$ cat src/hw/tds_pkg.sv
/*
 tds_pkg: constants, states and strap carrier for the touch detect sequencer.
 assumes a single 10 MHz core clock; all counts derive from it.
*/
package tds_pkg;
   // ===========================================
   // timing
   localparam int CLK_HZ = 10_000_000;
   localparam int TONE_HZ = 4000;
   localparam int TONE_MS = 75;
   localparam int TONE_HALF_CYC = CLK_HZ / (2 * TONE_HZ);
   localparam int TONE_CYC = (CLK_HZ / 1000) * TONE_MS;
   localparam int RECAL_SHORT_S = 10;
   localparam int RECAL_LONG_S = 60;
   localparam int RECAL_SHORT_CYC = CLK_HZ * RECAL_SHORT_S;
   localparam int RECAL_LONG_CYC = CLK_HZ * RECAL_LONG_S;
   localparam int BURST_PERIOD_US = 1000;
   localparam int BURST_CYC = (CLK_HZ / 1_000_000) * BURST_PERIOD_US;
   localparam int PULSE_US = 50;
   localparam int PULSE_CYC = (CLK_HZ / 1_000_000) * PULSE_US;
   localparam int HB_US = 20;
   localparam int HB_CYC = (CLK_HZ / 1_000_000) * HB_US;
   localparam int HB_BURSTS = 16;
   // ===========================================
   // conversion and detection
   localparam int ADC_BITS = 14;
   localparam int FILT_CONFIRM = 4;
   localparam logic [2:0] GAIN_SHIFT_HIGH = 3'h5;
   localparam logic [2:0] GAIN_SHIFT_MID = 3'h4;
   localparam logic [2:0] GAIN_SHIFT_LOW = 3'h3;
   localparam logic [1:0] GAIN_OPEN = 2'h0;
   localparam logic [1:0] GAIN_MID = 2'h1;
   localparam logic [1:0] GAIN_LOW = 2'h2;
   // ===========================================
   // register map (byte offsets)
   localparam logic [7:0] REG_CTRL = 8'h00;
   localparam logic [7:0] REG_STAT = 8'h04;
   localparam logic [7:0] REG_RESULT = 8'h08;
   localparam logic [7:0] REG_REF = 8'h0c;
   localparam logic [7:0] REG_INT_STAT = 8'h10;
   localparam logic [7:0] REG_INT_MASK = 8'h14;
   localparam int CTRL_EN_BIT = 0;
   localparam int CTRL_RECAL_BIT = 1;
   localparam logic [1:0] CTRL_RST = 2'h1;
   localparam int INT_W = 4;
   localparam int INT_ON_BIT = 0;
   localparam int INT_OFF_BIT = 1;
   localparam int INT_RECAL_BIT = 2;
   localparam int INT_CONV_BIT = 3;
   localparam logic [3:0] INT_MASK_RST = 4'h0;
   // ===========================================
   // types
   typedef struct packed {
      logic [1:0] gain;
      logic recal_long;
      logic toggle;
      logic pulse;
   } tds_strap_type;
   typedef enum logic [3:0] {
      ADC_IDLE = 4'b0001,
      ADC_CHG = 4'b0010,
      ADC_XFR = 4'b0100,
      ADC_DONE = 4'b1000
   } tds_adc_state_type;
   typedef enum logic [2:0] {
      SEQ_WAIT = 3'b001,
      SEQ_BURST = 3'b010,
      SEQ_EVAL = 3'b100
   } tds_seq_state_type;
endpackage

$ cat src/hw/tds_burst_adc.sv
/*
 tds_burst_adc: one charge-transfer burst read as a single-slope conversion.
 assumes level_reached comes from the sample-cap comparator, synchronous.
*/
`timescale 1ns/1ps
`default_nettype none
module tds_burst_adc #(
   parameter int BITS = tds_pkg::ADC_BITS
) (
   input wire logic core_clk, // core clock
   input wire logic rst, // sync reset, high
   input wire logic start, // begin a burst
   input wire logic level_reached, // sample level reached
   output logic charge_sw, // charge switch strobe
   output logic xfer_sw, // transfer switch strobe
   output logic done, // one-cycle result valid
   output logic [BITS-1:0] result // transfer count
);
   tds_pkg::tds_adc_state_type st_r, st_nxt;
   logic [BITS-1:0] cnt_r, cnt_nxt;
   wire cnt_full = (cnt_r == {BITS{1'b1}});
   // ===========================================
   // burst sequencing: each charge/transfer pair is one converter count
   always_comb begin
      st_nxt = st_r;
      cnt_nxt = cnt_r;
      unique case (st_r)
         tds_pkg::ADC_IDLE: begin
            if (start) begin
               st_nxt = tds_pkg::ADC_CHG;
               cnt_nxt = '0;
            end
         end
         tds_pkg::ADC_CHG: st_nxt = tds_pkg::ADC_XFR;
         tds_pkg::ADC_XFR: begin
            cnt_nxt = cnt_r + 1'b1;
            // end the burst at full count so a broken comparator cannot hang it; the count wraps to zero there
            if (level_reached || cnt_full) begin
               st_nxt = tds_pkg::ADC_DONE;
            end else begin
               st_nxt = tds_pkg::ADC_CHG;
            end
         end
         tds_pkg::ADC_DONE: st_nxt = tds_pkg::ADC_IDLE;
         default: st_nxt = tds_pkg::ADC_IDLE;
      endcase
   end
   // ===========================================
   // state and strobes, strobes aligned to state
   always_ff @(posedge core_clk) begin
      if (rst) begin
         st_r <= tds_pkg::ADC_IDLE;
         cnt_r <= '0;
         charge_sw <= 1'b0;
         xfer_sw <= 1'b0;
         done <= 1'b0;
         result <= '0;
      end else begin
         st_r <= st_nxt;
         cnt_r <= cnt_nxt;
         charge_sw <= (st_nxt == tds_pkg::ADC_CHG);
         xfer_sw <= (st_nxt == tds_pkg::ADC_XFR);
         done <= (st_nxt == tds_pkg::ADC_DONE);
         if (st_nxt == tds_pkg::ADC_DONE) begin
            result <= cnt_nxt;
         end
      end
   end
endmodule
`default_nettype wire

$ cat src/hw/tds_touch_core.sv
/*
 tds_touch_core: detection core with wishbone registers and interrupt.
 assumes straps are static after reset and analog switches sit outside.
*/
`timescale 1ns/1ps
`default_nettype none
module tds_touch_core #(
   parameter bit ACTIVE_LOW = 1'b1,
   parameter int BURST_CYC = tds_pkg::BURST_CYC,
   parameter int TONE_CYC = tds_pkg::TONE_CYC,
   parameter int RECAL_SHORT_CYC = tds_pkg::RECAL_SHORT_CYC,
   parameter int RECAL_LONG_CYC = tds_pkg::RECAL_LONG_CYC
) (
   input wire logic core_clk, // 10 MHz clock
   input wire logic rst, // sync reset, high
   input wire logic wb_cyc_i, // bus cycle
   input wire logic wb_stb_i, // strobe
   input wire logic wb_we_i, // write enable
   input wire logic [7:0] wb_adr_i, // byte address
   input wire logic [3:0] wb_sel_i, // byte lanes
   input wire logic [31:0] wb_dat_i, // write data
   output logic [31:0] wb_dat_o, // read data
   output logic wb_ack_o, // ack
   output logic irq, // level interrupt
   input wire tds_pkg::tds_strap_type straps, // option pins
   input wire logic level_reached, // sample-cap comparator
   output logic charge_sw, // charge switch strobe
   output logic xfer_sw, // transfer switch strobe
   output logic det_out, // detect output pin
   output logic sense_terminal_a_drv, // tone drive, terminal a
   output logic sense_terminal_b_drv // tone drive, terminal b
);
   localparam int AB = tds_pkg::ADC_BITS;
   localparam int BT_W = $clog2(BURST_CYC + 1);
   localparam int TN_W = $clog2(TONE_CYC + 1);
   localparam int RC_W = $clog2(RECAL_LONG_CYC + 1);
   localparam int TH_W = $clog2(tds_pkg::TONE_HALF_CYC + 1);
   localparam int PU_W = $clog2(tds_pkg::PULSE_CYC + 1);
   localparam int HB_W = $clog2(tds_pkg::HB_CYC + 1);
   localparam int HN_W = $clog2(tds_pkg::HB_BURSTS + 1);

   tds_pkg::tds_seq_state_type seq_r, seq_nxt;
   logic [BT_W-1:0] bt_r;
   logic [AB-1:0] res_r, ref_r;
   logic ref_ok_r;
   logic [2:0] filt_r;
   logic detect_r, tog_r;
   logic [RC_W-1:0] rc_r;
   logic [TN_W-1:0] tone_r;
   logic [TH_W-1:0] half_r;
   logic phase_r;
   logic [PU_W-1:0] pulse_r;
   logic [HB_W-1:0] hb_r;
   logic [HN_W-1:0] hbn_r;
   logic [1:0] ctrl_r;
   logic recal_req_r;
   logic [tds_pkg::INT_W-1:0] int_stat_r, int_mask_r;
   logic adc_done;
   logic [AB-1:0] adc_res;
   logic burst_go;

   // ===========================================
   // burst converter
   tds_burst_adc #(.BITS(AB)) u_adc (
      .core_clk(core_clk),
      .rst(rst),
      .start(burst_go),
      .level_reached(level_reached),
      .charge_sw(charge_sw),
      .xfer_sw(xfer_sw),
      .done(adc_done),
      .result(adc_res)
   );

   // ===========================================
   // burst scheduling: long idle gap, then one short burst
   wire bt_wrap = (bt_r == BT_W'(BURST_CYC - 1));
   wire enabled = ctrl_r[tds_pkg::CTRL_EN_BIT];
   assign burst_go = bt_wrap && enabled && (seq_r == tds_pkg::SEQ_WAIT);
   wire eval = (seq_r == tds_pkg::SEQ_EVAL);

   always_comb begin
      seq_nxt = seq_r;
      unique case (seq_r)
         tds_pkg::SEQ_WAIT: if (burst_go) seq_nxt = tds_pkg::SEQ_BURST;
         tds_pkg::SEQ_BURST: if (adc_done) seq_nxt = tds_pkg::SEQ_EVAL;
         tds_pkg::SEQ_EVAL: seq_nxt = tds_pkg::SEQ_WAIT;
         default: seq_nxt = tds_pkg::SEQ_WAIT;
      endcase
   end

   // idle timer runs free so burst spacing does not depend on burst length while each burst ends within one BURST_CYC period
   always_ff @(posedge core_clk) begin
      if (rst) begin
         seq_r <= tds_pkg::SEQ_WAIT;
         bt_r <= '0;
      end else begin
         seq_r <= seq_nxt;
         bt_r <= bt_wrap ? '0 : bt_r + 1'b1;
      end
   end

   // ===========================================
   // threshold: fewer transfers than reference means added load
   wire [2:0] gain_shift =
      (straps.gain == tds_pkg::GAIN_MID) ? tds_pkg::GAIN_SHIFT_MID :
      (straps.gain == tds_pkg::GAIN_LOW) ? tds_pkg::GAIN_SHIFT_LOW :
      tds_pkg::GAIN_SHIFT_HIGH;
   wire [AB-1:0] thr = ref_r >> gain_shift;
   wire below = (res_r < ref_r);
   wire [AB-1:0] delta = ref_r - res_r;
   wire hit = ref_ok_r && below && (delta > thr);

   // ===========================================
   // consensus filter and recalibration timeout
   wire confirm = eval && hit && (filt_r == 3'(tds_pkg::FILT_CONFIRM - 1));
   wire [RC_W-1:0] rc_lim = straps.recal_long ? RC_W'(RECAL_LONG_CYC - 1) :
      RC_W'(RECAL_SHORT_CYC - 1);
   wire timeout = detect_r && (rc_r == rc_lim);
   wire recal = timeout || recal_req_r;
   wire det_rise = confirm && !detect_r;
   wire det_fall = detect_r && (recal || (eval && !hit));

   always_ff @(posedge core_clk) begin
      if (rst || recal) begin
         filt_r <= '0;
      end else if (eval) begin
         // any miss restarts the count, saturate at four
         if (!hit) begin
            filt_r <= '0;
         end else if (filt_r != 3'(tds_pkg::FILT_CONFIRM)) begin
            filt_r <= filt_r + 1'b1;
         end
      end
   end

   always_ff @(posedge core_clk) begin
      if (rst) begin
         detect_r <= 1'b0;
         rc_r <= '0;
      end else begin
         detect_r <= (detect_r || det_rise) && !det_fall;
         rc_r <= (detect_r && !timeout) ? rc_r + 1'b1 : '0;
      end
   end

   // ===========================================
   // reference tracking: creep one count per burst when idle
   always_ff @(posedge core_clk) begin
      if (rst) begin
         ref_r <= '0;
         ref_ok_r <= 1'b0;
         res_r <= '0;
      end else begin
         if (adc_done) begin
            res_r <= adc_res;
         end
         if (recal || (eval && !ref_ok_r)) begin
            ref_r <= res_r;
            ref_ok_r <= 1'b1;
         end else if (eval && !detect_r && !hit && filt_r == 3'h0) begin
            // slow drift keeps the ratio valid as the sample cap ages
            if (res_r > ref_r) begin
               ref_r <= ref_r + 1'b1;
            end else if (res_r < ref_r) begin
               ref_r <= ref_r - 1'b1;
            end
         end
      end
   end

   // ===========================================
   // output modes, health pulse and pin polarity
   wire out_state = straps.toggle ? tog_r : detect_r;
   wire pulse_mode = straps.pulse && ACTIVE_LOW;
   wire pulse_act = (pulse_r != '0);
   wire hb_act = (hb_r != '0);
   wire hb_due = eval && (hbn_r == HN_W'(tds_pkg::HB_BURSTS - 1));
   wire pin_act = (pulse_mode ? pulse_act : out_state) ^ hb_act;

   always_ff @(posedge core_clk) begin
      if (rst) begin
         tog_r <= 1'b0;
         pulse_r <= '0;
         hbn_r <= '0;
         hb_r <= '0;
         det_out <= ACTIVE_LOW;
      end else begin
         tog_r <= tog_r ^ det_rise;
         // one pulse per burst while the output state is on
         if (pulse_mode && eval && out_state) begin
            pulse_r <= PU_W'(tds_pkg::PULSE_CYC);
         end else if (pulse_act) begin
            pulse_r <= pulse_r - 1'b1;
         end
         if (eval) begin
            hbn_r <= hb_due ? '0 : hbn_r + 1'b1;
         end
         if (hb_due) begin
            hb_r <= HB_W'(tds_pkg::HB_CYC);
         end else if (hb_act) begin
            hb_r <= hb_r - 1'b1;
         end
         det_out <= pin_act ^ ACTIVE_LOW;
      end
   end

   // ===========================================
   // confirmation tone, differential across the sense terminals
   wire tone_act = (tone_r != '0);
   wire half_wrap = (half_r == TH_W'(tds_pkg::TONE_HALF_CYC - 1));

   always_ff @(posedge core_clk) begin
      if (rst) begin
         tone_r <= '0;
         half_r <= '0;
         phase_r <= 1'b0;
         sense_terminal_a_drv <= 1'b0;
         sense_terminal_b_drv <= 1'b0;
      end else begin
         if (det_rise) begin
            tone_r <= TN_W'(TONE_CYC);
            half_r <= '0;
            phase_r <= 1'b0;
         end else if (tone_act) begin
            tone_r <= tone_r - 1'b1;
            half_r <= half_wrap ? '0 : half_r + 1'b1;
            phase_r <= phase_r ^ half_wrap;
         end
         sense_terminal_a_drv <= tone_act && phase_r;
         sense_terminal_b_drv <= tone_act && !phase_r;
      end
   end

   // ===========================================
   // wishbone decode: ack one cycle after request, one cycle long
   wire req = wb_cyc_i && wb_stb_i && !wb_ack_o;
   wire wr = req && wb_we_i && wb_sel_i[0];
   wire rd = req && !wb_we_i;
   wire sel_ctrl = (wb_adr_i == tds_pkg::REG_CTRL);
   wire sel_stat = (wb_adr_i == tds_pkg::REG_STAT);
   wire sel_res = (wb_adr_i == tds_pkg::REG_RESULT);
   wire sel_ref = (wb_adr_i == tds_pkg::REG_REF);
   wire sel_ist = (wb_adr_i == tds_pkg::REG_INT_STAT);
   wire sel_imk = (wb_adr_i == tds_pkg::REG_INT_MASK);
   wire [31:0] stat_word = {26'h0, tone_act, filt_r, out_state, detect_r};
   wire [31:0] rd_mux =
      sel_ctrl ? {30'h0, ctrl_r} :
      sel_stat ? stat_word :
      sel_res ? {18'h0, res_r} :
      sel_ref ? {18'h0, ref_r} :
      sel_ist ? {28'h0, int_stat_r} :
      sel_imk ? {28'h0, int_mask_r} : 32'h0;

   // ===========================================
   // interrupt events: set wins over the read that clears
   wire [tds_pkg::INT_W-1:0] ev = {adc_done, recal && detect_r, det_fall, det_rise};
   wire [tds_pkg::INT_W-1:0] ist_clr = (rd && sel_ist) ? int_stat_r : '0;

   always_ff @(posedge core_clk) begin
      if (rst) begin
         wb_ack_o <= 1'b0;
         wb_dat_o <= 32'h0;
         ctrl_r <= tds_pkg::CTRL_RST;
         recal_req_r <= 1'b0;
         int_mask_r <= tds_pkg::INT_MASK_RST;
         int_stat_r <= '0;
         irq <= 1'b0;
      end else begin
         wb_ack_o <= req;
         wb_dat_o <= rd ? rd_mux : 32'h0;
         recal_req_r <= wr && sel_ctrl && wb_dat_i[tds_pkg::CTRL_RECAL_BIT];
         if (wr && sel_ctrl) begin
            ctrl_r <= {1'b0, wb_dat_i[tds_pkg::CTRL_EN_BIT]};
         end
         if (wr && sel_imk) begin
            int_mask_r <= wb_dat_i[tds_pkg::INT_W-1:0];
         end
         int_stat_r <= (int_stat_r & ~ist_clr) | ev;
         irq <= |(((int_stat_r & ~ist_clr) | ev) & int_mask_r);
      end
   end
endmodule
`default_nettype wire

$ cat config.mk
export PLATFORM = sky130hd
export DESIGN_NAME = tds_touch_core
export DESIGN_NICKNAME = d
export VERILOG_FILES = /design/src/hw/tds_pkg.sv /design/src/hw/tds_burst_adc.sv /design/src/hw/tds_touch_core.sv
export SDC_FILE = /design/constraint.sdc
export NUM_CORES = 1
export LEC_CHECK = 0
export ABC_AREA = 1
export BUFFER_PORTS_ARGS = -buffer_cell sky130_fd_sc_hd__buf_2
export CORE_MARGIN = 3
export CORE_UTILIZATION = 30
export CTS_CLUSTER_DIAMETER = 120
export DETAILED_ROUTE_END_ITERATION = 7
export RECOVER_POWER = 100
export SLEW_MARGIN = 20
export SYNTH_ARGS = -nofsm -noshare
export SYNTH_HDL_FRONTEND = slang
export SYNTH_HIERARCHICAL = 1
export SYNTH_SLANG_ARGS = --single-unit
export TNS_END_PERCENT = 20
$ cat constraint.sdc
create_clock -name core_clk -period 5.2 [get_ports core_clk]
set_clock_uncertainty 0.05 [all_clocks]
set_input_delay 0.52 -clock core_clk [delete_from_list [all_inputs] [get_ports core_clk]]
set_output_delay 0.52 -clock core_clk [all_outputs]
set_load 0.01 [all_outputs]
# ---- Word level (Yosys, flattened, before mapping)
# Index checks and enable logic that the tools add are counted.
dict set report word_totals {
  reg_bits 217
  elab_cells 192
  in_bits 55
}
dict set report classes {
  n_reduce_logical 68
  mux 34
  magnitude_cmp 3
  add_sub_neg 12
  n_shift 1
  bitwise 10
  n_eq_ne 26
}
# cell n
set op_table {}
lappend op_table {{14-bit 2-to-1 mux} 7}
lappend op_table {{14-bit by 1-bit adder with 14-bit output, second input constant} 3}
lappend op_table {{20-bit 2-to-1 mux} 2}
lappend op_table {{1-bit logical AND} 31}
lappend op_table {{30-bit by 1-bit adder with 30-bit output, second input constant} 1}
lappend op_table {{30-bit == test} 1}
lappend op_table {{30-bit 2-to-1 mux} 1}
lappend op_table {{14-bit == test, second input constant} 2}
lappend op_table {{14-bit > comparator} 2}
lappend op_table {{14-bit one-hot mux with 2 select lines} 1}
lappend op_table {{4-bit 2-to-1 mux} 5}
lappend op_table {{20-bit nonzero test} 1}
lappend op_table {{20-bit by 1-bit subtractor with 20-bit output, second input constant} 1}
lappend op_table {{3-bit 2-to-1 mux} 6}
lappend op_table {{9-bit 2-to-1 mux} 2}
lappend op_table {{8-bit by 4-bit == test with 1-bit output, second input constant} 2}
lappend op_table {{8-bit by 5-bit == test with 1-bit output, second input constant} 2}
lappend op_table {{8-bit 2-to-1 mux} 2}
lappend op_table {{14-bit < comparator} 1}
lappend op_table {{14-bit by 3-bit >> shifter with 14-bit output} 1}
lappend op_table {{14-bit by 1-bit subtractor with 14-bit output, second input constant} 1}
lappend op_table {{14-bit subtractor} 1}
lappend op_table {{4-bit one-hot mux with 3 select lines} 1}
lappend op_table {{2-bit OR reduction} 6}
lappend op_table {{other kinds (42)} 71}

# ---- Depth between registers and ports, before layout
# Gate-level depths: netlist of run 1.
dict set report depth {
  word_depth 13
  ltp_mapped 27
  depth_no_buf 27
}

# ---- By module
# The synthesis of run 1 kept the hierarchy.
# mod area_per_inst_um2 instances cells_each seq_area_each_um2
set modules_own_cells {}
lappend modules_own_cells {tds_touch_core 9874.5 1 1379 3283.1}
lappend modules_own_cells {tds_burst_adc 1705.4 1 267 700.7}

# ---- Worst setup path before layout of run 1
# OpenSTA, ideal clock, no wires.
dict set report synth_path {
  kind {reg2reg}
  start {reg ref_r[0]}
  end {reg ref_r[0]}
  slack_ns 1.757
  path_stages_with_launch 19
  path_buffers 1
  setup_time_ns 0.118
  t_required_ns 5.032
  arrival_time_ns 3.275
  path_cell_list {dfxtp_1 inv_1 ha_1 fa_1 o21ai_2 nand2_1 nand2_2 a21boi_0 o21ai_0 xor2_1 ha_1 nand2_1 nor4_1 nand2_4 nand3_4 nand3_4 buf_6 nor3_1 nor2_1}
}
dict set report synth_between {
  elab_chain_cells 8
}
# element line_no
set synth_rtl {}
lappend synth_rtl {{start, declared} tds_touch_core.sv:44} ;# logic [AB-1:0] res_r, ref_r;
lappend synth_rtl {{start signal, assigned} tds_touch_core.sv:159} ;# ref_r <= res_r;
lappend synth_rtl {{start signal, assigned} tds_touch_core.sv:164} ;# ref_r <= ref_r + 1'b1;
lappend synth_rtl {{start signal, assigned} tds_touch_core.sv:166} ;# ref_r <= ref_r - 1'b1;
lappend synth_rtl {{14-bit subtractor, or another cell as far along} tds_touch_core.sv:111} ;# wire [AB-1:0] delta = ref_r - res_r;
lappend synth_rtl {{14-bit > comparator / 1-bit logical AND (equally long branches)} tds_touch_core.sv:112} ;# wire hit = ref_ok_r && below && (delta > thr);
lappend synth_rtl {{1-bit logical AND} tds_touch_core.sv:112}
lappend synth_rtl {{1-bit logical NOT} tds_touch_core.sv:161} ;# end else if (eval && !detect_r && !hit && filt_r == 3'h0) begin
lappend synth_rtl {{1-bit logical AND (2 in series)} tds_touch_core.sv:161}
lappend synth_rtl {{2-bit nonzero test (no source line)} --}
lappend synth_rtl {{2-bit AND reduction (no source line)} --}
# Parallel ways exist; a longest one is shown, timed or not. The select of a mux whose other input is x is not followed.
# A chain may end at the register's enable or synchronous reset.

# ---- Worst setup path in the final report of run 1
dict set report layout_path {
  start {reg res_r[2]}
  end {reg half_r[8]}
}
dict set report layout_between {
  elab_chain_cells 7
}
# element line_no
set layout_rtl {}
lappend layout_rtl {{start, declared} tds_touch_core.sv:44}
lappend layout_rtl {{start signal, assigned} tds_touch_core.sv:156} ;# res_r <= adc_res;
lappend layout_rtl {{14-bit subtractor / 14-bit < comparator (equally long branches)} {tds_touch_core.sv:111, tds_touch_core.sv:110}}
lappend layout_rtl {{14-bit > comparator / 1-bit logical AND (equally long branches)} tds_touch_core.sv:112}
lappend layout_rtl {{1-bit logical AND *} tds_touch_core.sv:112}
lappend layout_rtl {{1-bit logical AND * (2 in series)} tds_touch_core.sv:116} ;# wire confirm = eval && hit && (filt_r == 3'(tds_pkg::FILT_CONFIRM - 1));
lappend layout_rtl {{1-bit logical AND *} tds_touch_core.sv:121} ;# wire det_rise = confirm && !detect_r;
lappend layout_rtl {{2-bit OR reduction (no source line) *} --}
lappend layout_rtl {{end signal, assigned} tds_touch_core.sv:227} ;# half_r <= half_wrap ? '0 : half_r + 1'b1;
lappend layout_rtl {{end, declared} tds_touch_core.sv:50} ;# logic [TH_W-1:0] half_r;
# Every way passes the cells marked *; elsewhere a longest branch is shown, timed or not.

==> impl.org, run 1 <==
** Timing
- Finish-stage setup viols :: 0
- Setup repair after global routing left no endpoint under its margin.
- Top achievable clock speed :: 233 MHz
- Part of the cycle the worst path needs :: 0.826
- Final critical path time including I/O delays and setup :: 4.29 ns
- Count of endpoints failing hold in the final timing report :: 0
- Max transition margin :: -0.746
- For the pin with the worst max-slew slack, the measured transition is 2.62 ns.
- Post-Route Setup TNS :: 0 ns
- Number of max-slew violations in the final report :: 83

** Die
- Horizontal extent of the die :: 202 µm
- Chip Height :: 202 µm
- The initial utilization of the core area, before any placement, comes to 0.306.
- IO Count :: 94
- In this run the standard cell core region covers 37800 µm².
- The floorplan has 71 rows.
- The die covers 41000 µm².

** Clock network
- In this run the deepest clock path goes through 2 buffers.
- Clock buffers created by TritonCTS :: 17
- The H-tree was split into 4 levels.
- Post-CTS Resized :: 0
- The tree built by TritonCTS fans out to 199 sinks.
- Clk Tree Root Cell :: sky130_fd_sc_hd__clkbuf_16
- After clock tree synthesis, the clock-pin slew on the worst setup and hold paths is 0.08 ns.
- Clock latency on the worst-skew pair :: 0.45 ns
- TritonCTS clock tree :: done
- Post-CTS setup buffers :: 0
- The number of hold buffers added after CTS was 0.

** Min path
- Min-Delay Path Class :: primary input to flip-flop
- Hold worst-path end :: ctrl_r[0]
- Number of instances on the worst hold path :: 3
- Startpoint of the tightest hold check path :: wb_dat_i[0]

** Route
- Dividing the detail-routed wire length by the instance count gives 12.7 µm.
- Dividing the detail-routed via count by the number of cells gives 4.70.
- Residual antenna-violating net count after detailed routing :: 0
- Iteration count of the initial detailed-routing pass :: 5
- Iter 0 DRT Violations :: 622
- For this run, design rule violations remaining after detail routing come to 0.
- For this block, the routed nets add up to 27.9 mm of wire.
- Vias after detailed routing :: 10300

** Worst setup path
- For the worst setup path, the data arrival time is 4.59 ns.
- Origin of the worst setup path :: res_r[2]
- Startpoint class of the critical path :: flip-flop
- Worst reg2reg path startpoint :: res_r[2]
- Critical-path maximum fanout :: 16
- Setup crit end kind :: flip-flop
- In this run the critical register-to-register path is captured at half_r[8].
- Crit path required time :: 5.50 ns
- Setup slack of the most critical reg-to-reg path :: 0.91 ns
- By startpoint and endpoint, the worst setup path is classified as flip-flop to flip-flop.
- Depth of the most critical reg-to-reg path :: 18

** Global routing
- The number of antenna violations at the first check in global routing came to 2.
- Entering global routing, the biggest net connects 48 pins.
- For this run, the total global-route usage over all layers was measured as 0.138.
- The first global-routing pass estimated 47.3 mm of wire.
- Total grt overflow :: 0
- The number of global-route vias before repair came to 9854.

** Synthesis
- Area contributors post-synth :: sky130_fd_sc_hd__dfxtp_1, sky130_fd_sc_hd__nand2_1, sky130_fd_sc_hd__inv_1
- Async set-reset flop share out of synthesis :: 0
- By area, the combinational part of the netlist is dominated by simple AND/OR/NAND/NOR gates.
- Of the total synthesized cell area, the portion taken by full adders, half adders and majority gates is 0.0607.
- Seq cells post-synth :: 199
- In the synthesized netlist the dominant register cell turns out to be sky130_fd_sc_hd__dfxtp_1.
- Synth Area in Compound Gates :: 0.129
- Of the post-synthesis cell area, the part taken by muxes is 0.
- Warning count from the yosys run :: 6
- Yosys mapped the design onto 61 distinct sky130hd cell types.
- Of the total synthesized cell area, the portion taken by AND, OR, NAND and NOR gates is 0.323.
- Of the total synthesized cell area, the portion taken by XOR and XNOR cells is 0.0431.
- The biggest area contributor in the post-synthesis netlist is sky130_fd_sc_hd__dfxtp_1.
- After synthesis, the mean cell area works out to 7.04 µm².
- Of the post-synthesis cell area, the dominant cell type holds 0.344.
- Summing every instance area after synthesis gives 11600 µm².
- The synthesized design contains 0 enable-type register cells.
- Synthesis produced a netlist whose cell count is 1646.
- The share of the Yosys chip area taken by registers is 0.344.

** Cells and area
- Layout overhead on the synthesized area :: 9.47%
- Core Util, Final :: 0.335
- 0 antenna diodes ended up in the layout.
- Of the cells placed in the final design, the portion with a size suffix greater than 1 is 0.0775.
- The final layout contains 1787 nets.

** Pwr
- Peak VDD IR :: 0.000162 V
- In this run the power density over the cells is 324 nW/µm².
- Leakage power figure :: 5.30 nW

** Placed design
- GPL Wtd Cong :: 0.876
- The HPWL after detailed placement is 21.3 mm.
- Buffers on Ports :: 44

** Run
- Max-Cap Viols :: 2

** Run status
- Run status :: finished with violations
- The final reports fail on capacitance limit, slew limit.
synth_stat cells (all sizes together) (9+ instances only):
| master | count |
|---|---|
| inv | 215 |
| a211oi | 12 |
| nor2 | 212 |
| nand3 | 105 |
| buf | 31 |
| ha | 53 |
| dfxtp | 199 |
| nor3b | 13 |
| nor4 | 15 |
| o22ai | 9 |
| a21oi | 124 |
| xor2 | 43 |
| o21ai | 80 |
| nor3 | 48 |
| xnor2 | 14 |
| clkbuf | 22 |
| nand4 | 29 |
| nand2 | 359 |
| or2 | 13 |
worst max-delay path, cell delays in order (launching register included):
cell and delay [ns]:
sky130_fd_sc_hd__dfxtp_1 0.33, sky130_fd_sc_hd__inv_1 0.08, sky130_fd_sc_hd__ha_1 0.39, sky130_fd_sc_hd__nand2_1 0.10, sky130_fd_sc_hd__nand2_1 0.07, sky130_fd_sc_hd__nand2_1 0.06
sky130_fd_sc_hd__nand3_1 0.17, sky130_fd_sc_hd__a31o_2 0.26, sky130_fd_sc_hd__a21boi_0 0.36, sky130_fd_sc_hd__xnor2_1 0.12, sky130_fd_sc_hd__ha_1 0.30, sky130_fd_sc_hd__nand2_1 0.05
sky130_fd_sc_hd__inv_1 0.06, sky130_fd_sc_hd__nand3_1 0.15, sky130_fd_sc_hd__nor4_1 0.47, sky130_fd_sc_hd__nand2_4 0.13, sky130_fd_sc_hd__nand4_4 0.26, sky130_fd_sc_hd__nand2_1 0.43
sky130_fd_sc_hd__nor3b_1 0.34
where the power goes:
group	switching, mW	total [mW]	internal, mW	leakage (nW)
sequential	0.122	1.79	1.67	1.61
clock	0.657	1.34	0.685	0.281
combinational	0.604	0.971	0.368	3.40
total	1.38	4.10	2.72	5.30
registers in the layout, indices dropped and copies added (netlist names), 4 cells and up:
signal	flops
rc_r	30
tone_r	20
bt_r	14
ref_r	14
res_r	14
u_adc/cnt_r	14
u_adc/result	14
wb_dat_o	14
half_r	11
pulse_r	9
hb_r	8
hbn_r	5
int_mask_r	4
int_stat_r	4
u_adc/st_r	4
worst max path at each step:
| stage | end | slack (ns) |
|---|---|---|
| 3_5_place_dp | half_r[8] | 1.16 |
| 3_3_place_gp | half_r[8] | 1.20 |
| 4_1_cts | half_r[8] | 1.14 |
| 5_1_grt | half_r[8] | 0.43 |
| 2_1_floorplan | ref_r[0] | 1.76 |
| 6_report | half_r[8] | 0.91 |
metrics by stage:
stage	power, mW	setup WS, ns	area, µm²	std cells	hold slack, ns
2_1_floorplan	2.60	1.76	11600	1664	0.368
3_3_place_gp	2.77	1.20	12200	2169	0.380
3_5_place_dp	2.79	1.16	12200	2169	0.385
4_1_cts	4.15	1.14	12800	2201	0.234
5_1_grt	4.39	0.435	12700	2201	0.265
6_report	4.10	0.906	12700	2201	0.248
cell families (layout without fill, tap and decap cells):
| family | Yosys count | count (layout) |
|---|---|---|
| simple gates | 802 | 802 |
| buf+inv | 270 | 296 |
| compound gates | 261 | 261 |
| flops | 199 | 199 |
| xor+xnor | 57 | 57 |
| fa+ha+maj | 55 | 55 |
| other cells | 2 | 20 |
per-layer routing:
| metal | vias to the layer above | track usage | routed length [µm] |
|---|---|---|---|
| met5 | - | 0 | 30 |
| met4 | 4 | 0.0334 | 354 |
| met3 | 24 | 0.0300 | 1130 |
| met2 | 154 | 0.226 | 12500 |
| met1 | 4757 | 0.186 | 13900 |
| li1 | 5402 | - | - |
placed cells by master (no fill, tap or decap), types with 5 or more instances in the layout:
master	n
sky130_fd_sc_hd__nand4_1	28
sky130_fd_sc_hd__nand3_1	98
sky130_fd_sc_hd__xor2_1	43
sky130_fd_sc_hd__inv_6	5
sky130_fd_sc_hd__nand2_2	19
sky130_fd_sc_hd__clkbuf_16	17
sky130_fd_sc_hd__a211oi_1	12
sky130_fd_sc_hd__o211ai_1	7
sky130_fd_sc_hd__nor3_1	44
sky130_fd_sc_hd__or2_2	10
sky130_fd_sc_hd__nor2_2	6
sky130_fd_sc_hd__xnor2_1	14
sky130_fd_sc_hd__a31oi_1	7
sky130_fd_sc_hd__inv_1	210
sky130_fd_sc_hd__dfxtp_1	199
sky130_fd_sc_hd__conb_1	20
sky130_fd_sc_hd__ha_1	53
sky130_fd_sc_hd__nand2_1	333
sky130_fd_sc_hd__o21bai_1	7
sky130_fd_sc_hd__a21oi_1	113
sky130_fd_sc_hd__nor3b_1	13
sky130_fd_sc_hd__clkbuf_1	26
sky130_fd_sc_hd__nor4_1	14
sky130_fd_sc_hd__nand2_4	6
sky130_fd_sc_hd__nor2_1	202
sky130_fd_sc_hd__o21ai_0	78
sky130_fd_sc_hd__o22ai_1	9
sky130_fd_sc_hd__buf_2	22
sky130_fd_sc_hd__a21oi_2	10
layout make-up:
type	instances	area (µm²)
Clock buffer	18	429
Inverter	217	817
Tap cell	511	639
Clock inverter	14	156
Sequential cell	199	3980
Timing Repair Buffer	47	204
Multi-Input combinational cell	1195	6450
Fill cell	4155	25200
(Power assumes the default switching activity.)
==> inputs of run 2 (changes only) <==
==> constraint.sdc (replaced) <==
create_clock -name core_clk -period 4.4 [get_ports core_clk]
set_clock_uncertainty 0.05 [all_clocks]
set_input_delay 0.44 -clock core_clk [delete_from_list [all_inputs] [get_ports core_clk]]
set_output_delay 0.44 -clock core_clk [all_outputs]
set_load 0.01 [all_outputs]
==> run 2 against run 1 <==
- the flow now finishes without violations
- die area stayed put
- wire length grew 0.70%
- clock-buffer cell count stayed put
- critical endpoint is now ref_r[4]
==> impl.org, run 2 (synthesis results as in run 1) <==
** Global routing
- The number of antenna violations at the first check in global routing came to 2.
- For met3 alone, demand over resource in global routing was 0.0282.
- Most congested layer reported by global routing :: met2
- For this run, global-route usage on met1 was measured as 0.187.
- Number of global-route vias before repair :: 9746
- For met2 alone, demand over resource in global routing was 0.227.
- Maximum number of pins on one net before global-route repair :: 44
- The first global-routing pass estimated 47.1 mm of wire.
- Summed over all layers, the global routing overflow is 0.
- For this run, the total global-route usage over all layers was measured as 0.137.

** Worst setup path
- The setup path with the least slack is of type flip-flop to flip-flop.
- Critical-path maximum fanout :: 15
- Cell chain of the critical path :: inv_1, ha_1, fa_1, o21ai_2, nand2_1, nand2_2, a21boi_0, o21ai_0, xor2_1, ha_1, nand2_1, nor4_1, nand2_4, nand3_4, nand3_4, nand2_4, nand2_1, a21oi_2
- The worst setup path is captured at a flip-flop.
- On the worst path, the slowest cell contributes a delay of 0.45 ns.
- STA puts the critical path data arrival time at 4.30 ns.
- Most common cell on crit path :: sky130_fd_sc_hd__nand2_1
- Crit path required time :: 4.72 ns
- Slowest stage cell on the critical path :: sky130_fd_sc_hd__nor4_1
- Startpoint class of the critical path :: flip-flop

** Run
- The tool flagged a number of max-cap violations equal to 0.

** Clock network
- Post-CTS setup buffers :: 0
- TritonCTS clock tree :: done
- Clock latency on the worst-skew pair :: 0.44 ns
- Clk Tree Root Cell :: sky130_fd_sc_hd__clkbuf_16
- After clock tree synthesis, the clock-pin slew on the worst setup and hold paths is 0.08 ns.
- Clock buffers created by TritonCTS :: 17
- The number of gates resized after CTS was 0.
- # hold bufs at CTS :: 0
- No sink is reached through more buffers than the 2 on the longest clock path.
- CTS saw 199 sinks.
- The clock tree synthesis step divided the H-tree into 4 levels.

** Cells and area
- The finished layout holds 2204 standard cells, fillers aside.
- Most common cell after layout, fill and taps aside :: sky130_fd_sc_hd__nand2_1
- Commonest non-fill, non-tap cells in the layout :: sky130_fd_sc_hd__nand2_1, sky130_fd_sc_hd__inv_1, sky130_fd_sc_hd__nor2_1
- At the end of the flow, the number of nets in the layout was 1789.
- Flip-flop count of the largest register after layout :: 30
- Register bank with the most flops :: rc_r
- In the final layout, the registers with the most flip-flops are rc_r x30, tone_r x20.
- Layout overhead on the synthesized area :: 9.23%
- Of the cells placed in the final design, the portion with a size suffix greater than 1 is 0.0762.

** Route
- Dividing the detail-routed wire length by the instance count gives 12.8 µm.
- Iter 0 DRT Violations :: 680
- DRC errors left :: 0
- After detailed routing, the number of vias per cell comes to 4.70.
- Detailed routing inserted a total of 10400 vias.
- Wires add up to 28.1 mm.
- Iteration count of the initial detailed-routing pass :: 5
- The detail route stage leaves a number of antenna-violating nets equal to 0.

** Pwr
- Leakage power figure :: 5.31 nW
- Part of the total power dissipated in sequential elements :: 0.441
- Combinational fraction of design power :: 0.238
- Of the total power, the share spent switching nets is 0.342.
- Part of the power in the clock network :: 0.322
- For this design the total switching power over the nets is 1.64 mW.
- Internal portion of total power :: 3.15 mW
- PwrDens :: 379 nW/µm²
- Peak VDD IR :: 0.000240 V

** Placed design
- Input and output buffers added on the ports amount to 44.
- Instance count after placement with tap cells included :: 2171
- HPWL after detailed placement :: 21.4 mm
- Routability-driven placement finished with a final weighted congestion of 0.897.

** Timing
- Finish-stage setup viols :: 0
- Top achievable clock speed :: 252 MHz
- The final number of hold-violating endpoints is 0.
- On the final layout, the worst hold slack is 0.173 ns.
- Final critical path time including I/O delays and setup :: 3.98 ns
- Max transition margin :: 0.171
- In the finished design, the share of the clock period the worst path needs comes to 0.903.
- Post-Route Setup TNS :: 0 ns
- Slew @ Worst Pin :: 1.23 ns
- The number of max-slew violations in the final report came to 0.
- Setup repair after global routing left no endpoint under its margin.

** Run status
- Run status :: completed

** Die
- IO Count :: 94
- In this run the core area contains 71 standard-cell rows.
- From bottom edge to top edge, the die measures 202 µm.
- The die covers 41000 µm².
- Horizontal extent of the die :: 202 µm
- The initial utilization of the core area, before any placement, comes to 0.306.
- The core region is 37800 µm².

** Min path
- Min-Delay Path Class :: primary input to flip-flop
-- run 2: cell types whose count changed in the layout (fill, tap and decap cells not counted), sizes merged --
| cell | previous run | this run |
|---|---|---|
| bufinv | 1 | 0 |
| clkbuf | 43 | 40 |
| clkinv | 5 | 9 |
| diode | 0 | 1 |
| inv | 223 | 221 |
| clkinvlp | 2 | 1 |
| buf | 22 | 27 |
-- run 2: through the flow --
stage	utilization	setup slack (ns)	total power, mW	cell area (µm²)
2_1_floorplan	-	0.957	3.07	11600
3_3_place_gp	0.323	0.436	3.27	12200
3_5_place_dp	0.323	0.456	3.29	12200
4_1_cts	0.338	0.413	4.85	12800
5_1_grt	0.334	0.0702	5.11	12600
6_report	0.334	0.425	4.79	12600
-- run 2: final timing paths --
path                                  start         to  slack [ns]  cells past startpoint
worst min register to register      bt_r[0]    bt_r[0]        0.40                      1
worst min-delay path            wb_dat_i[0]  ctrl_r[0]        0.17                      3
worst max-delay path               ref_r[0]   ref_r[4]        0.42                     18
worst max register to register     ref_r[0]   ref_r[4]        0.42                     18
-- run 2: power groups by stage --
stage | logic, mW | clock network [mW] | registers (mW)
after floorplan | 0.944 | 0 | 2.12
after global placement | 1.12 | 0 | 2.14
after detailed placement | 1.15 | 0 | 2.15
after CTS | 1.15 | 1.59 | 2.11
after global routing | 1.32 | 1.66 | 2.14
final | 1.14 | 1.54 | 2.11
-- run 2: metal layers --
metal / vias up / share of wire
met5: - / 0.00092
met4: 4 / 0.012
met3: 28 / 0.039
met2: 169 / 0.45
met1: 4760 / 0.50
li1: 5403 / -
-- run 2: layout make-up --
| class | count | area [µm²] |
|---|---|---|
| Antenna cell | 1 | 2.50 |
| Clock buffer | 18 | 429 |
| Clock inverter | 14 | 138 |
| Fill cell | 4179 | 25200 |
| Inverter | 217 | 817 |
| Multi-Input combinational cell | 1195 | 6410 |
| Sequential cell | 199 | 3980 |
| Tap cell | 511 | 639 |
| Timing Repair Buffer | 49 | 228 |
-- run 2: critical path: cells and delay by family (launching register included) --
kind	cells	cell delay [ns]
AO/OA/AOI/OAI	4	0.74
buffers and inverters	1	0.12
adder cells (fa/ha/maj)	3	0.97
XOR/XNOR	1	0.10
AND/OR/NAND/NOR	9	1.52
flip-flops	1	0.40
==> inputs of run 3 (changes only) <==
--- a/config.mk
+++ b/config.mk
@@ -6,11 +6,11 @@
 export NUM_CORES = 1
 export LEC_CHECK = 0
 export ABC_AREA = 1
-export BUFFER_PORTS_ARGS = -buffer_cell sky130_fd_sc_hd__buf_2
 export CORE_MARGIN = 3
 export CORE_UTILIZATION = 30
 export CTS_CLUSTER_DIAMETER = 120
 export DETAILED_ROUTE_END_ITERATION = 7
+export DONT_BUFFER_PORTS = 1
 export RECOVER_POWER = 100
 export SLEW_MARGIN = 20
 export SYNTH_ARGS = -nofsm -noshare
==> run 3 against run 2 <==
- first-iteration DRC count shrank 3.5%
- critical endpoint is now ref_r[11]
- global-route usage shrank 0.14 points
- sequential power is essentially flat
- worst setup slack gained 0.034 ns
==> impl.org, run 3 (synthesis results as in run 1) <==
** Run status
- Run status :: completed

** Placed design
- HPWL after detailed placement :: 21.0 mm
- Buffers on Ports :: 0
- GPL Wtd Cong :: 0.888

** Timing
- Number of max-slew violations in the final report :: 0
- Top achievable clock speed :: 254 MHz
- Count of endpoints failing hold in the final timing report :: 0
- Setup violations remaining at the end of the flow were counted as 0.
- Final critical path time including I/O delays and setup :: 3.94 ns
- Slew @ Worst Pin :: 1.32 ns
- Post-Route Setup TNS :: 0 ns
- Max transition margin :: 0.115
- Part of the cycle the worst path needs :: 0.896
- Min Hold Slack :: 0.0305 ns
- Setup repair after global routing left no endpoint under its margin.

** Cells and area
- The area growth from synthesis to layout is 7.79%.
- Flip-flop count of the largest register after layout :: 30
- In the layout the commonest cells are sky130_fd_sc_hd__nand2_1, sky130_fd_sc_hd__inv_1, sky130_fd_sc_hd__nor2_1.
- Share of cells above drive strength 1 :: 0.0649
- The library cell used most frequently in the layout, excluding fill and tap cells, is sky130_fd_sc_hd__nand2_1.
- The largest registers in the layout are rc_r x30, tone_r x20.
- For this run, the post-layout net count is 1745.
- Register bank with the most flops :: rc_r

** Global routing
- Most congested layer reported by global routing :: met2
- Entering global routing, the biggest net connects 56 pins.
- The number of antenna violations at the first check in global routing is 2.
- Number of global-route vias before repair :: 9469
- For met2 alone, demand over resource in global routing was 0.224.
- The first global-routing pass estimated 46.1 mm of wire.
- Total grt overflow :: 0
- Across every metal layer, demand over resource in global routing totals 0.136.
- For this run, global-route usage on met3 was measured as 0.0321.
- Met1 usage in global routing :: 0.177

** Worst setup path
- STA classifies the critical path endpoint as a flip-flop.
- Critical-path maximum fanout :: 15
- The worst setup path is of the flip-flop to flip-flop kind.
- Startpoint class of the critical path :: flip-flop
- Depth of the most critical reg-to-reg path :: 18
- Data arrives at the worst endpoint at 4.27 ns.
- Worst reg2reg path startpoint :: ref_r[0]
- FF-to-FF End :: ref_r[11]
- Crit path required time :: 4.73 ns
- Setup slack of the most critical reg-to-reg path :: 0.46 ns

** Min path
- The path with the worst hold slack has its endpoint at u_adc/cnt_r[12].
- Number of instances on the worst hold path :: 1
- The startpoint identified for the worst hold timing path is rst.
- Min-Delay Path Class :: primary input to flip-flop

** Clock network
- Clk slew on worst S/H paths :: 0.08 ns
- TritonCTS clock tree :: done
- Clock buffers created by TritonCTS :: 17
- Sink count of the clock tree :: 199
- Clk Tree Root Cell :: sky130_fd_sc_hd__clkbuf_16
- At the later pin of the worst-skew pair, clock insertion delay measures 0.45 ns.
- H-Tree Level Count :: 4
- In this run the deepest clock path goes through 2 buffers.

** Pwr
- PwrDens :: 384 nW/µm²
- Peak VDD IR :: 0.000246 V
- Leakage power figure :: 5.20 nW

** Die
- During I/O placement, the number of pins put on the boundary was 94.
- The floorplan has 71 rows.
- Core region area :: 37800 µm²
- The initial utilization of the core area, before any placement, comes to 0.306.
- The floorplan step defined a die boundary enclosing 41000 µm².
- Chip Height :: 202 µm
- In this run the horizontal extent of the chip is 202 µm.

** Route
- Across all layers, the routed design uses 10200 vias.
- Iter 0 DRT Violations :: 656
- Once detail routing completed, the nets flagged for antenna violations numbered 0.
- In the final routed layout, each cell accounts on average for 12.9 µm.
- Wirelength, routed :: 27.9 mm
- The first TritonRoute pass finished after 5 iterations.
- After detailed routing, the number of vias per cell comes to 4.72.
- In the routed design, unresolved DRC markers number 0.

** Run
- Max-Cap Viols :: 0
## run 3: changes by cell type in the layout (fill, tap and decap cells not counted), sizes merged
cell / before / now
inv: 221 / 223
buf: 27 / 3
clkbuf: 40 / 20
bufinv: 0 / 1
clkinvlp: 1 / 2
clkinv: 9 / 4
dlygate4sd3: 0 / 1
## run 3: area by class of cell
cell class / instances / area [µm²]
multi-input cells: 1195 / 6440
well taps: 511 / 639
clock buffers: 19 / 433
repair buffers: 5 / 36.3
flip-flops and latches: 199 / 3980
fillers: 4200 / 25400
diodes: 1 / 2.50
clock inverters: 13 / 134
inverters: 217 / 817
## run 3: repair_timing
action                                 CTS  global route
endpoints found under the hold margin    9             0
setup buffers                            0             0
resized for setup                        0             1
setup endpoints to repair                0             1
hold buffers                             1             0
## run 3: stage by stage
| stage | cell area, µm² | std cells | worst slack (ns) | util | total power, mW |
|---|---|---|---|---|---|
| 6_report | 12500 | 2160 | 0.458 | 0.330 | 4.79 |
| 5_1_grt | 12500 | 2160 | 0.0864 | 0.330 | 5.12 |
| 3_3_place_gp | 12000 | 2126 | 0.421 | 0.317 | 3.23 |
| 4_1_cts | 12600 | 2159 | 0.371 | 0.332 | 4.86 |
| 2_1_floorplan | 11600 | 1664 | 0.957 | - | 3.07 |
| 3_5_place_dp | 12000 | 2126 | 0.413 | 0.317 | 3.26 |
## run 3: power by group
part / switching, mW / internal, mW / total [mW]
Combinational: 0.692 / 0.421 / 1.11
Sequential: 0.147 / 1.97 / 2.12
Clock: 0.763 / 0.801 / 1.56
## run 3: per-layer routing
layer  wire (µm)  vias to the layer above
met5          12                        -
met4         388                        2
met3        1370                       29
met2       12700                      160
met1       13400                     4694
li1            -                     5311
## run 3: critical path, stage by stage (launching register included)
cell and delay (ns):
sky130_fd_sc_hd__dfxtp_1 0.42, sky130_fd_sc_hd__inv_1 0.12, sky130_fd_sc_hd__ha_1 0.23, sky130_fd_sc_hd__fa_1 0.43, sky130_fd_sc_hd__o21ai_2 0.20, sky130_fd_sc_hd__nand2_1 0.09
sky130_fd_sc_hd__nand2_2 0.11, sky130_fd_sc_hd__a21boi_0 0.16, sky130_fd_sc_hd__o221ai_1 0.26, sky130_fd_sc_hd__xor2_1 0.12, sky130_fd_sc_hd__ha_1 0.31, sky130_fd_sc_hd__inv_1 0.06
sky130_fd_sc_hd__nor4_2 0.36, sky130_fd_sc_hd__nand2_4 0.12, sky130_fd_sc_hd__nand3_4 0.13, sky130_fd_sc_hd__nand3_4 0.21, sky130_fd_sc_hd__nand2_4 0.28, sky130_fd_sc_hd__nand2_1 0.10
sky130_fd_sc_hd__a21oi_2 0.11
## run 3: worst max path at each step
| stage | start | end | slack (ns) | cells after the start |
|---|---|---|---|---|
| after detailed placement | ref_r[0] | ref_r[13] | 0.41 | 18 |
| after global placement | ref_r[0] | ref_r[0] | 0.42 | 18 |
| after global routing | ref_r[0] | ref_r[2] | 0.09 | 18 |
| after floorplan | ref_r[0] | ref_r[0] | 0.96 | 18 |
| final | ref_r[0] | ref_r[11] | 0.46 | 18 |
| after CTS | ref_r[0] | ref_r[13] | 0.37 | 18 |
